`config.mk`:
```
export PLATFORM = sky130hd
export DESIGN_NAME = ccd_decoder
export DESIGN_NICKNAME = d
export VERILOG_FILES = /design/src/ccd_pkg.sv /design/src/ccd_decoder.sv
export SDC_FILE = /design/constraint.sdc
export NUM_CORES = 1
export LEC_CHECK = 0
export BUFFER_PORTS_ARGS = -buffer_cell sky130_fd_sc_hd__buf_2
export CORE_ASPECT_RATIO = 0.8
export CORE_UTILIZATION = 55
export CTS_CLUSTER_SIZE = 10
export DETAILED_ROUTE_END_ITERATION = 8
export PLACE_DENSITY = 0.81
export SYNTH_ARGS = -nofsm -noshare
export SYNTH_HDL_FRONTEND = slang
export SYNTH_SLANG_ARGS = --single-unit
```
`constraint.sdc`:
```
create_clock -name core_clk -period 4.8 [get_ports core_clk]
set_input_delay 0.24 -clock core_clk [delete_from_list [all_inputs] [get_ports core_clk]]
set_output_delay 0.24 -clock core_clk [all_outputs]
set_load 0.03 [all_outputs]
```
`src/ccd_pkg.sv`:
```
package ccd_pkg;
  // ****************************************
  // register offsets and reset byte
  // ****************************************
  localparam logic [7:0] OFS_SRC_PORT   = 8'h00;
  localparam logic [7:0] OFS_IN_SLOT    = 8'h01;
  localparam logic [7:0] OFS_DST_PORT   = 8'h02;
  localparam logic [7:0] OFS_OUT_SLOT   = 8'h03;
  localparam logic [7:0] OFS_GEN_IN1    = 8'h04;
  localparam logic [7:0] OFS_CONN_CMD   = 8'h06;
  localparam logic [7:0] OFS_CLK_CMD    = 8'h08;
  localparam logic [7:0] OFS_STATUS     = 8'h0E;
  localparam logic [7:0] OFS_ERR_STATUS = 8'h11;
  localparam logic [7:0] RST_BYTE       = 8'h00;
  // ****************************************
  // status field positions
  // ****************************************
  localparam int ST_READY_BIT = 0;
  localparam int ST_DUMP_BIT  = 1;
  localparam int ERR_REF_BIT  = 0;
  localparam int ERR_PLL_BIT  = 6;
  // ****************************************
  // command codes, qualifier, line rates and line count
  // ****************************************
  localparam logic [3:0] CC_NOP       = 4'h0;
  localparam logic [3:0] CC_MASTER    = 4'h1;
  localparam logic [3:0] CC_PRIMARY   = 4'h2;
  localparam logic [3:0] CC_SECONDARY = 4'h3;
  localparam logic [3:0] CC_SLAVE     = 4'h4;
  localparam logic [3:0] CC_BP_OUT    = 4'h5;
  localparam logic [3:0] CC_PCM_CLK   = 4'h6;
  localparam logic [3:0] CC_COMPAT    = 4'h7;
  localparam logic [3:0] CC_NETREF1   = 4'h8;
  localparam logic [3:0] CC_NETREF2   = 4'h9;
  localparam logic [3:0] CC_FALLBACK  = 4'hA;
  localparam logic [3:0] CC_RATE_LOC  = 4'hB;
  localparam logic [3:0] CC_RATE_BP   = 4'hC;
  localparam logic [3:0] CC_READ_TS   = 4'hD;
  localparam logic [3:0] CN_DISC_ALL  = 4'h8;
  localparam logic [3:0] CN_BIDIR     = 4'h9;
  localparam logic [3:0] CN_DUMP      = 4'hA;
  localparam logic [3:0] Q_SPECIAL    = 4'hF;
  localparam logic [1:0] RATE_2M      = 2'h0;
  localparam logic [1:0] RATE_8M      = 2'h2;
  localparam int         NUM_LINES    = 32;
endpackage

```
`src/ccd_decoder.sv`:
```
// Our own choice: the plain strobed port.
module ccd_decoder
  import ccd_pkg::*;
(
  input  wire logic         core_clk,
  input  wire logic         sys_rst,
  input  wire logic         clk_en,
  input  wire logic         h_mode,
  input  wire logic         conn_ready,
  input  wire logic         ref_fail,
  input  wire logic [7:0]   reg_addr,
  input  wire logic [7:0]   reg_wdata,
  input  wire logic         reg_wr,
  input  wire logic         reg_rd,
  output logic      [7:0]   reg_rdata,
  output logic      [7:0]   source_port_address,
  output logic      [7:0]   input_slot_address,
  output logic      [7:0]   destination_port_address,
  output logic      [7:0]   output_slot_address,
  output logic              backplane_master,
  output logic      [3:0]   primary_ref_sel,
  output logic      [2:0]   primary_ref_freq,
  output logic      [3:0]   secondary_ref_sel,
  output logic      [2:0]   secondary_ref_freq,
  output logic      [3:0]   slave_src_sel,
  output logic              special_prog,
  output logic      [7:0]   special_cfg,
  output logic      [1:0]   backplane_out_sel,
  output logic              pcm_clk_en,
  output logic      [2:0]   pcm_clk_rate,
  output logic              pcm_clk_out,
  output logic              compat_first_en,
  output logic              compat_second_en,
  output logic      [1:0]   serial_bus_sel,
  output logic      [2:0]   netref_one_sel,
  output logic              netref_one_inv,
  output logic      [1:0]   netref_one_freq,
  output logic      [2:0]   netref_two_sel,
  output logic              netref_two_inv,
  output logic      [1:0]   netref_two_freq,
  output logic      [1:0]   fallback_mode,
  output logic              refallback_en,
  output logic              phase_align_en,
  output logic              pll_src_fail,
  output logic              ref_src_fail,
  output logic      [63:0]  local_in_rates,
  output logic      [63:0]  local_out_rates,
  output logic      [63:0]  bp_line_rates,
  output logic              disconnect_all,
  output logic              bidir_connect,
  output logic              bidir_const_delay,
  output logic              dump_en,
  output logic              ts_read_req,
  output logic              ts_read_output
);

  // ****************************************
  // decoding helpers
  // ****************************************
  // primary reference value legal in the present mode
  function automatic logic primary_ok(input logic [3:0] q,
                                      input logic       h);
    unique case (q)
      4'h0, 4'h5, 4'h6:      primary_ok = 1'b1;
      4'h1, 4'h2:            primary_ok = !h;
      4'h9, 4'hA:            primary_ok = 1'b0;
      default:               primary_ok = h;
    endcase
  endfunction

  // write strobe aimed at one register
  function automatic logic wr_hit(input logic [7:0] a,
                                  input logic [7:0] ofs);
    wr_hit = reg_wr && (a == ofs);
  endfunction

  // ****************************************
  // state
  // ****************************************
  logic [7:0] spa_r, spa_nxt, input_slot_address_r, input_slot_address_nxt;
  logic [7:0] dpa_r, dpa_nxt, output_slot_address_r, output_slot_address_nxt;
  logic [7:0] gi1_r, gi1_nxt, connection_command_r, connection_command_nxt;
  logic [7:0] cmd_r, cmd_nxt, rdata_r, rdata_nxt;
  logic       master_r, master_nxt;
  logic [3:0] prim_r, prim_nxt, sec_r, sec_nxt;
  logic [2:0] pfreq_r, pfreq_nxt, sfreq_r, sfreq_nxt;
  logic [3:0] slave_r, slave_nxt;
  logic       sprog_r, sprog_nxt;
  logic [7:0] scfg_r, scfg_nxt;
  logic [1:0] bpo_r, bpo_nxt;
  logic       pen_r, pen_nxt, pout_r, pout_nxt;
  logic [2:0] prate_r, prate_nxt;
  logic       c1_r, c1_nxt, c2_r, c2_nxt;
  logic [1:0] sbus_r, sbus_nxt;
  logic [2:0] nr1_r, nr1_nxt, nr2_r, nr2_nxt;
  logic       ni1_r, ni1_nxt, ni2_r, ni2_nxt;
  logic [1:0] nf1_r, nf1_nxt, nf2_r, nf2_nxt;
  logic [1:0] fb_r, fb_nxt;
  logic       rfb_r, rfb_nxt, pa_r, pa_nxt;
  logic       pllf_r, pllf_nxt, reff_r, reff_nxt;
  logic [1:0] inr_r  [NUM_LINES];
  logic [1:0] inr_nxt[NUM_LINES];
  logic [1:0] outr_r  [NUM_LINES];
  logic [1:0] outr_nxt[NUM_LINES];
  logic [1:0] bpr_r  [NUM_LINES];
  logic [1:0] bpr_nxt[NUM_LINES];
  logic       dis_r, dis_nxt, bid_r, bid_nxt;
  logic       bcd_r, bcd_nxt, dump_r, dump_nxt;
  logic       tsr_r, tsr_nxt, tso_r, tso_nxt;

  logic [3:0] code, qual, ccode, cqual;
  logic       cmd_go, conn_go;

  // the executed command is the written byte itself, so one write taken with clk_en high is
  // exactly one execution and a later read cannot re-trigger it
  assign code    = reg_wdata[3:0];
  assign qual    = reg_wdata[7:4];
  assign ccode   = reg_wdata[3:0];
  assign cqual   = reg_wdata[7:4];
  assign cmd_go  = wr_hit(reg_addr, OFS_CLK_CMD);
  assign conn_go = wr_hit(reg_addr, OFS_CONN_CMD);

  // ****************************************
  // host registers and read port
  // ****************************************
  always_comb begin
    spa_nxt  = wr_hit(reg_addr, OFS_SRC_PORT) ? reg_wdata : spa_r;
    input_slot_address_nxt = wr_hit(reg_addr, OFS_IN_SLOT)  ? reg_wdata : input_slot_address_r;
    dpa_nxt  = wr_hit(reg_addr, OFS_DST_PORT) ? reg_wdata : dpa_r;
    output_slot_address_nxt = wr_hit(reg_addr, OFS_OUT_SLOT) ? reg_wdata : output_slot_address_r;
    gi1_nxt  = wr_hit(reg_addr, OFS_GEN_IN1)  ? reg_wdata : gi1_r;
    connection_command_nxt = conn_go ? reg_wdata : connection_command_r;
    cmd_nxt  = cmd_go  ? reg_wdata : cmd_r;
    rdata_nxt = RST_BYTE;
    if (reg_rd) begin
      unique case (reg_addr)
        OFS_SRC_PORT:   rdata_nxt = spa_r;
        OFS_IN_SLOT:    rdata_nxt = input_slot_address_r;
        OFS_DST_PORT:   rdata_nxt = dpa_r;
        OFS_OUT_SLOT:   rdata_nxt = output_slot_address_r;
        OFS_GEN_IN1:    rdata_nxt = gi1_r;
        OFS_CONN_CMD:   rdata_nxt = connection_command_r;
        OFS_CLK_CMD:    rdata_nxt = cmd_r;
        OFS_STATUS: begin
          rdata_nxt[ST_READY_BIT] = conn_ready;
          rdata_nxt[ST_DUMP_BIT]  = dump_r;
        end
        OFS_ERR_STATUS: begin
          rdata_nxt[ERR_REF_BIT] = reff_r;
          rdata_nxt[ERR_PLL_BIT] = pllf_r;
        end
        default:        rdata_nxt = RST_BYTE;  // unmapped reads zero
      endcase
    end
  end

  // ****************************************
  // clock configuration command decode
  // ****************************************
  always_comb begin
    master_nxt = master_r;
    prim_nxt = prim_r;
    pfreq_nxt = pfreq_r;
    sec_nxt = sec_r;
    sfreq_nxt = sfreq_r;
    slave_nxt = slave_r;
    sprog_nxt = sprog_r;
    scfg_nxt = scfg_r;
    bpo_nxt = bpo_r;
    pen_nxt = pen_r;
    pout_nxt = pout_r;
    prate_nxt = prate_r;
    c1_nxt = c1_r;
    c2_nxt = c2_r;
    sbus_nxt = sbus_r;
    nr1_nxt = nr1_r;
    ni1_nxt = ni1_r;
    nf1_nxt = nf1_r;
    nr2_nxt = nr2_r;
    ni2_nxt = ni2_r;
    nf2_nxt = nf2_r;
    fb_nxt = fb_r;
    rfb_nxt = rfb_r;
    pa_nxt = pa_r;
    tsr_nxt = 1'b0;
    tso_nxt = tso_r;
    inr_nxt = inr_r;
    outr_nxt = outr_r;
    bpr_nxt = bpr_r;
    if (cmd_go) begin
      unique case (code)
        CC_MASTER: if (h_mode) master_nxt = qual[0];
        CC_PRIMARY: if (primary_ok(qual, h_mode)) begin
          prim_nxt = qual;
          // backplane pairs carry their own rate
          if (qual != 4'h7 && qual != 4'h8)
            pfreq_nxt = gi1_r[2:0];
        end
        CC_SECONDARY: if (h_mode) begin
          if (qual == Q_SPECIAL) begin
            sprog_nxt = 1'b1;
          end else begin
            sec_nxt   = qual;
            sfreq_nxt = gi1_r[2:0];
          end
        end
        CC_SLAVE: if (h_mode) begin
          if (qual == Q_SPECIAL) begin
            scfg_nxt  = gi1_r;
            sprog_nxt = 1'b0;
          end else if (qual >= 4'h5 && qual <= 4'hC) begin
            slave_nxt = qual;
          end
        end
        // value 11 is undefined, and bits 3..2 must stay zero
        CC_BP_OUT:
          if (h_mode && qual[3:2] == 2'h0 && qual[1:0] != 2'h3)
            bpo_nxt = qual[1:0];
        CC_PCM_CLK:
          if (qual[2:0] != 3'h0 && qual[2:0] <= 3'h4) begin
            pen_nxt   = 1'b1;
            prate_nxt = qual[2:0];
            pout_nxt  = qual[3];
          end
        CC_COMPAT: if (h_mode) begin
          c1_nxt   = qual[0];
          c2_nxt   = qual[1];
          sbus_nxt = qual[3:2];
        end
        CC_NETREF1: if (h_mode && qual[3:1] <= 3'h4) begin
          nr1_nxt = qual[3:1];
          ni1_nxt = qual[0];
          if (qual[3:1] == 3'h4) nf1_nxt = gi1_r[1:0];
        end
        CC_NETREF2: if (h_mode && qual[3:1] <= 3'h4) begin
          nr2_nxt = qual[3:1];
          ni2_nxt = qual[0];
          if (qual[3:1] == 3'h4) nf2_nxt = gi1_r[1:0];
        end
        CC_FALLBACK: begin
          if (h_mode) begin
            fb_nxt  = qual[1:0];
            rfb_nxt = qual[2];
          end
          pa_nxt = qual[3];
        end
        CC_RATE_LOC: begin
          if (qual[2]) inr_nxt[spa_r[4:0]] = qual[1:0];
          if (qual[3]) outr_nxt[dpa_r[4:0]] = qual[1:0];
        end
        CC_RATE_BP: begin
          if (qual[1:0] == 2'h3) begin
            for (int i = 0; i < NUM_LINES; i++)
              bpr_nxt[i] = RATE_8M;
          end else begin
            bpr_nxt[spa_r[4:0]] = qual[1:0];
          end
        end
        CC_READ_TS: begin
          tsr_nxt = 1'b1;
          tso_nxt = qual[0];
        end
        default: ;  // no operation and unassigned codes
      endcase
    end
  end

  // ****************************************
  // connection command decode
  // ****************************************
  // only the last three connection codes live here; the request
  // lines are one-cycle pulses to the switching core
  always_comb begin
    dis_nxt  = 1'b0;
    bid_nxt  = 1'b0;
    bcd_nxt  = bcd_r;
    dump_nxt = dump_r;
    if (conn_go) begin
      unique case (ccode)
        CN_DISC_ALL: dis_nxt = 1'b1;
        CN_BIDIR: begin
          bid_nxt = 1'b1;
          bcd_nxt = cqual[0];
        end
        CN_DUMP:     dump_nxt = cqual[0];
        default: ;
      endcase
    end
  end

  // ****************************************
  // fallback failure flags
  // ****************************************
  // flags follow the failing clock while fallback is armed and drop
  // once it is valid again, so no software clear can lose an event
  always_comb begin
    reff_nxt = (fb_r != 2'h0) && ref_fail;
    pllf_nxt = (fb_r != 2'h0) && ref_fail;
  end

  // ****************************************
  // registers
  // ****************************************
  always_ff @(posedge core_clk) begin
    if (sys_rst) begin
      spa_r <= RST_BYTE;
      input_slot_address_r <= RST_BYTE;
      dpa_r <= RST_BYTE;
      output_slot_address_r <= RST_BYTE;
      gi1_r <= RST_BYTE;
      connection_command_r <= RST_BYTE;
      cmd_r <= RST_BYTE;
      rdata_r <= RST_BYTE;
      master_r <= 1'b0;
      prim_r <= 4'h0;
      pfreq_r <= 3'h0;
      sec_r <= 4'h0;
      sfreq_r <= 3'h0;
      slave_r <= 4'h0;
      sprog_r <= 1'b0;
      scfg_r <= RST_BYTE;
      bpo_r <= 2'h0;
      pen_r <= 1'b0;
      pout_r <= 1'b0;
      prate_r <= 3'h0;
      c1_r <= 1'b0;
      c2_r <= 1'b0;
      sbus_r <= 2'h0;
      nr1_r <= 3'h0;
      ni1_r <= 1'b0;
      nf1_r <= 2'h0;
      nr2_r <= 3'h0;
      ni2_r <= 1'b0;
      nf2_r <= 2'h0;
      fb_r <= 2'h0;
      rfb_r <= 1'b0;
      pa_r <= 1'b0;
      pllf_r <= 1'b0;
      reff_r <= 1'b0;
      dis_r <= 1'b0;
      bid_r <= 1'b0;
      bcd_r <= 1'b0;
      dump_r <= 1'b0;
      tsr_r <= 1'b0;
      tso_r <= 1'b0;
      for (int i = 0; i < NUM_LINES; i++) begin
        inr_r[i] <= RATE_2M;
        outr_r[i] <= RATE_2M;
        bpr_r[i] <= RATE_2M;
      end
    end else if (clk_en) begin
      spa_r <= spa_nxt;
      input_slot_address_r <= input_slot_address_nxt;
      dpa_r <= dpa_nxt;
      output_slot_address_r <= output_slot_address_nxt;
      gi1_r <= gi1_nxt;
      connection_command_r <= connection_command_nxt;
      cmd_r <= cmd_nxt;
      rdata_r <= rdata_nxt;
      master_r <= master_nxt;
      prim_r <= prim_nxt;
      pfreq_r <= pfreq_nxt;
      sec_r <= sec_nxt;
      sfreq_r <= sfreq_nxt;
      slave_r <= slave_nxt;
      sprog_r <= sprog_nxt;
      scfg_r <= scfg_nxt;
      bpo_r <= bpo_nxt;
      pen_r <= pen_nxt;
      pout_r <= pout_nxt;
      prate_r <= prate_nxt;
      c1_r <= c1_nxt;
      c2_r <= c2_nxt;
      sbus_r <= sbus_nxt;
      nr1_r <= nr1_nxt;
      ni1_r <= ni1_nxt;
      nf1_r <= nf1_nxt;
      nr2_r <= nr2_nxt;
      ni2_r <= ni2_nxt;
      nf2_r <= nf2_nxt;
      fb_r <= fb_nxt;
      rfb_r <= rfb_nxt;
      pa_r <= pa_nxt;
      pllf_r <= pllf_nxt;
      reff_r <= reff_nxt;
      dis_r <= dis_nxt;
      bid_r <= bid_nxt;
      bcd_r <= bcd_nxt;
      dump_r <= dump_nxt;
      tsr_r <= tsr_nxt;
      tso_r <= tso_nxt;
      inr_r <= inr_nxt;
      outr_r <= outr_nxt;
      bpr_r <= bpr_nxt;
    end
  end

  // ****************************************
  // outputs
  // ****************************************
  // line rate tables flattened, line n in bits 2n+1..2n
  for (genvar g = 0; g < NUM_LINES; g++) begin : g_rates
    assign local_in_rates[2*g +: 2]  = inr_r[g];
    assign local_out_rates[2*g +: 2] = outr_r[g];
    assign bp_line_rates[2*g +: 2]   = bpr_r[g];
  end

  assign reg_rdata                = rdata_r;
  assign source_port_address      = spa_r;
  assign input_slot_address       = input_slot_address_r;
  assign destination_port_address = dpa_r;
  assign output_slot_address      = output_slot_address_r;
  assign backplane_master         = master_r;
  assign primary_ref_sel          = prim_r;
  assign primary_ref_freq         = pfreq_r;
  assign secondary_ref_sel        = sec_r;
  assign secondary_ref_freq       = sfreq_r;
  assign slave_src_sel            = slave_r;
  assign special_prog             = sprog_r;
  assign special_cfg              = scfg_r;
  assign backplane_out_sel        = bpo_r;
  assign pcm_clk_en               = pen_r;
  assign pcm_clk_rate             = prate_r;
  assign pcm_clk_out              = pout_r;
  assign compat_first_en          = c1_r;
  assign compat_second_en         = c2_r;
  assign serial_bus_sel           = sbus_r;
  assign netref_one_sel           = nr1_r;
  assign netref_one_inv           = ni1_r;
  assign netref_one_freq          = nf1_r;
  assign netref_two_sel           = nr2_r;
  assign netref_two_inv           = ni2_r;
  assign netref_two_freq          = nf2_r;
  assign fallback_mode            = fb_r;
  assign refallback_en            = rfb_r;
  assign phase_align_en           = pa_r;
  assign pll_src_fail             = pllf_r;
  assign ref_src_fail             = reff_r;
  assign disconnect_all           = dis_r;
  assign bidir_connect            = bid_r;
  assign bidir_const_delay        = bcd_r;
  assign dump_en                  = dump_r;
  assign ts_read_req              = tsr_r;
  assign ts_read_output           = tso_r;

endmodule

```
* Yosys cells after proc, flatten, opt, wreduce, memory -nomap -nowiden
Index checks and enable logic that the tools add are counted.
Storage, ports and cells: flip-flop bits (word level) 318, output and inout bits 295
Operators by class: $lt $le $gt $ge 8, eq/ne operators 37, muxes and demuxes 28, bitwise gates (word level) 3, reduce and logical (&&, ||, !) cells 55
Operators with widths (number):
- 64-bit bitwise mux | 3
- 64-bit 2-to-1 mux | 1
- 4-bit AND reduction | 10
- 4-bit == test (second input constant) | 9
- 4-bit case mux with 7 select lines | 1
- 5-bit AND reduction | 5
- 4-bit by 3-bit == test with 1-bit output (second input constant) | 6
- 2-bit demux with 5-bit select | 2
- 8-bit by 2-bit == test with 1-bit output (second input constant) | 2
- 8-bit by 3-bit == test with 1-bit output (second input constant) | 2
- 8-bit by 4-bit == test with 1-bit output (second input constant) | 2
- 1-bit logical AND | 16
- 1-bit case mux with 8 select lines | 2
- 3-bit AND reduction | 5
- 2-bit AND reduction | 7
- 4-bit by 2-bit == test with 1-bit output (second input constant) | 3
- 6-bit >= comparator (second input constant) | 2
- 6-bit by 1-bit less-than comparator with 1-bit output (second input constant) | 2
- 1-bit 2-to-1 mux | 12
- 5-bit inverter with 6-bit output | 2
- 2-bit inequality test (second input constant) | 5
- 1-bit case mux with 9 select lines | 1
- 4-bit by 1-bit == test with 1-bit output (second input constant) | 2
- 8-bit by 1-bit == test with 1-bit output (second input constant) | 1
- other kinds (24) | 28

* Logic depth before layout (Yosys ltp)
depth after elaboration 7, mapped depth 8, depth with buffers taken out 5

* Worst setup path after synthesis
OpenSTA, ideal clock, no wires.
path type in2reg, start input reg_addr[4], end register rdata_r[2] (netlist: reg_rdata[2]), data arrival time 1.935 ns, path slack 2.778 ns, stages on the path 7, path buffers 2, cell sequence buf_6 or4_4 buf_6 or4b_4 nor4_2 a21oi_1 o31ai_1
Between the ends: longest elaborated chain between the ends 3, elaborated cells between the ends (all ways) 9, those cells by class eq/ne: 6; mux: 2; reduce/logical: 1
Ends and longest elaborated chain:
- start: declaration | line ccd_decoder.sv:11 | input wire logic [7:0] reg_addr,
- 8-bit by 4-bit == test with 1-bit output (tied with other cells) | line ccd_decoder.sv:136 | unique case (reg_addr)
- 4-bit case mux with 7 select lines (*) | line ccd_decoder.sv:136
- 8-bit 2-to-1 mux (*) | line ccd_decoder.sv:135 | if (reg_rd) begin
- end signal: assignment | line ccd_decoder.sv:359 | rdata_r <= rdata_nxt;
- end: declaration | line ccd_decoder.sv:83 | logic [7:0] cmd_r, cmd_nxt, rdata_r, rdata_nxt;
Every way passes the cells marked *; elsewhere a longest branch is shown, timed or not. A chain may end at the register's enable or synchronous reset.

* Worst setup path after layout
start input reg_addr[2], end register bpr_r (netlist bit bp_line_rates[56])
Between the ends: longest elaborated chain between the ends 3
Ends and longest elaborated chain:
- 8-bit by 4-bit == test with 1-bit output | line ccd_decoder.sv:74 | wr_hit = reg_wr && (a == ofs);
- 1-bit logical AND | line ccd_decoder.sv:74
- 3-bit AND reduction (no source line)
- end signal: assignment | line ccd_decoder.sv:394 | bpr_r <= bpr_nxt;
- end: declaration | line ccd_decoder.sv:105 | logic [1:0] bpr_r [NUM_LINES];
No other way between the ends.

==> key figures <==
Critical path
  – Worst Setup Path Type: in2reg
  – Critical Path RT: 5210 ps
  – Startpoint types: input port
  – Worst-path maximum fanout: 64
  – Worst Path Arrival: 3230 ps
  – CP Capture Type: flip-flop

Detailed routing
  – Met1 Routed Length: 18.07 mm
  – DRT Pass-1 Iters: 6
  – DR vias/cell: 6.089
  – Antenna-violating nets left: 0
  – Vias: 13340
  – Met2 routed WL: 19.16 mm
  – Residual DRC: 0
  – Top layer in use: met4
  – Initial DRC Count: 1550
  – WL per Instance: 19.96 um
  – Drt total wl: 43.71 mm
  – DR WL met3: 5.093 mm

Placement
  – Post-detail-place hpwl: 29.50 mm
  – Final GP Congestion: 0.9317
  – Placement Setup Slack: 1590 ps
  – Port Buffer Count: 318
  – DP Cell Count: 2144

Yosys
  – Synth area leader: dfxtp_1
  – Net Count, Synth: 1671
  – Top area cells in the synthesized netlist: dfxtp_1, mux2i_1, a21oi_1
  – Synth Register Bits: 318
  – Post-synthesis compound-gate area fraction: 17.55%
  – Primary FF master, synth: dfxtp_1
  – Yosys cell types: 58
  – Yosys top cell area share: 47.00%
  – Yosys Warn Count: 0
  – Post-synthesis mux area share: 10.23%
  – Count leader, synth: dfxtp_1
  – Netlist Area Pre-Place: 13540 um2
  – Seq/Total Area, Yosys: 47.00%
  – Main combinational cell family by area after synthesis: simple AND/OR/NAND/NOR gates
  – Post-synth EDFFs: 0
  – Synth Area in Simple Gates: 20.67%
  – Commonest cells in the netlist: dfxtp_1, nand2_1, nor2_1, a21oi_1, o21ai_0
  – Post-Synthesis Cells: 1647
  – Asr flop ratio synth: 0%
  – Synth Area per Inst: 8.224 um2
  – Xor-xnor portion of the synthesized cell area: 0.06467%
  – Post-Synth Adder-Cell Area: 0%

GRT
  – Vias in the first global route: 12260
  – Grt ovf: 0
  – Largest net degree at the start of global routing: 112
  – Initial antenna violation count: 1
  – First-pass GRT wire length: 66.44 mm
  – GRT Total Usage: 33.16%

STA
  – Final Hold Viols: 0
  – Final worst slack: 1975 ps
  – Unrepaired setup endpoints after global routing: false
  – Clk_skew: 24.99 ps
  – Fin Setup TNS: 0 ps
  – Fin crit share: 58.86%
  – Setup-failing EPs final: 0
  – Achievable frequency: 353.9 MHz
  – Worst Max-Slew Pin Slew: 1306 ps
  – Slew margin rel.: 12.18%
  – Hold slack: 46.54 ps
  – Pins Over Slew Limit: 0
  – Final Critical Period: 2825 ps

Clock network
  – Number of CTS-inserted buffers: 38
  – Hold_buf cts: 0
  – CTS Sinks: 318
  – Max H-tree Level: 2
  – Post-CTS Resized: 0
  – Clk Latency, worst-skew pair: 510 ps
  – Clock Tree Root: clkbuf_16
  – Reg clk slew, reported paths: 60 ps
  – Setup bufs post-CTS: 0
  – Max Root-Sink Buffers: 3
  – CTS tree: yes

Pwr
  – Leak: 6.741 nW
  – Final Power: 0.005316 W
  – PD cells: 330.8 nW/um2
  – Worst VDD drop: 0.2632 mV

Floorplan
  – IO Pins: 319
  – Die X: 177.5 um
  – Die Height: 142.4 um
  – Starting density of the core: 56.97%
  – Cell Rows: 50
  – Core Box Area: 23770 um2
  – Total die area: 25260 um2

Run status
  – Status: completed

Worst hold path
  – Hold crit path type: in2reg

Finish
  – Layout cells sized above 1: 21.20%
  – P&R area growth vs syn: 18.64%
  – Fin cells: 2190
  – Nets: 1896

Job
  – Maxcap violations: 0
==> worst max-delay path, cell delays in order <==
cell      delay, ps
buf_2           260
nand4b_1        620
nor3_1          310
buf_4           220
and4_2         1040
a21oi_1         180
a211oi_1        300
==> layout make-up <==
type / count / area [um2]
well taps: 312 / 390.4
flip-flops and latches: 318 / 6366
fillers: 2014 / 7704
repair buffers: 329 / 1689
diodes: 1 / 2.502
clock inverters: 3 / 21.27
clock buffers: 42 / 997.2
inverters: 4 / 15.01
multi-input cells: 1181 / 6588
==> sequential cells by signal (all words and copies together) (netlist names), 4 cells and up <==
name and flops:
local_in_rates 64, primary_ref_sel 4, local_out_rates 64, secondary_ref_sel 4, reg_rdata 8, special_cfg 8, source_port_address 8, connection_command_r 8
cmd_r 8, bp_line_rates 64, output_slot_address 8, destination_port_address 8, gi1_r 8, slave_src_sel 4, input_slot_address 8
==> power by group <==
| group | internal, W | total, W | switching, W | leakage [nW] |
|---|---|---|---|---|
| Clock | 0.00145 | 0.00248 | 0.00103 | 0.499 |
| Sequential | 0.00264 | 0.00264 | 0.000000557 | 2.56 |
| Combinational | 0.0000368 | 0.000190 | 0.000154 | 3.68 |
| Total | 0.00413 | 0.00532 | 0.00118 | 6.74 |
==> through the flow <==
stage | cell area (um2) | utilization, %
after floorplan | 13540 | -
after detailed placement | 15050 | 63.30
final | 16070 | 67.59
after CTS | 16070 | 67.58
after global placement | 15050 | 63.30
after global routing | 16070 | 67.58
==> layer usage <==
layer / GRT usage, % / vias up
li1: - / 6150
met1: 44.47 / 6294
met2: 50.60 / 784
met3: 9.028 / 108
met4: 12.87 / 0
met5: 0 / -
==> cell usage in the layout, fill, tap and decap left out, drive strengths merged, types with 5 or more instances in the layout <==
cell type	Yosys	routed
nand4	7	7
nand4b	5	5
nor3	16	16
nand2b	14	14
nand3	42	42
buf	26	329
mux2i	135	135
a211oi	36	36
clkbuf	118	42
nor2	213	213
o21ai	183	183
nor2b	12	12
nand2	222	222
dfxtp	318	318
and2	5	5
nor4	15	15
a21oi	190	190
and3	7	7
inv	4	5
nand3b	7	7
nor3b	9	9
==> worst paths after layout <==
check	slack (ps)	from	cells past startpoint	end
setup reg to reg	2410	destination_port_address[3]	5	local_out_rates[45]
setup / recovery	1970	reg_addr[2]	7	bp_line_rates[56]
hold / removal	50	ref_fail	3	ref_src_fail
hold reg to reg	460	connection_command_r[5]	2	connection_command_r[5]
==> kinds of logic after synthesis <==
logic type	Yosys count
AO/OA/AOI/OAI	439
XOR/XNOR	1
buffers and inverters	148
flip-flops	318
multiplexers	138
AND/OR/NAND/NOR	603
No activity file was read; power rests on OpenSTA's default activity.
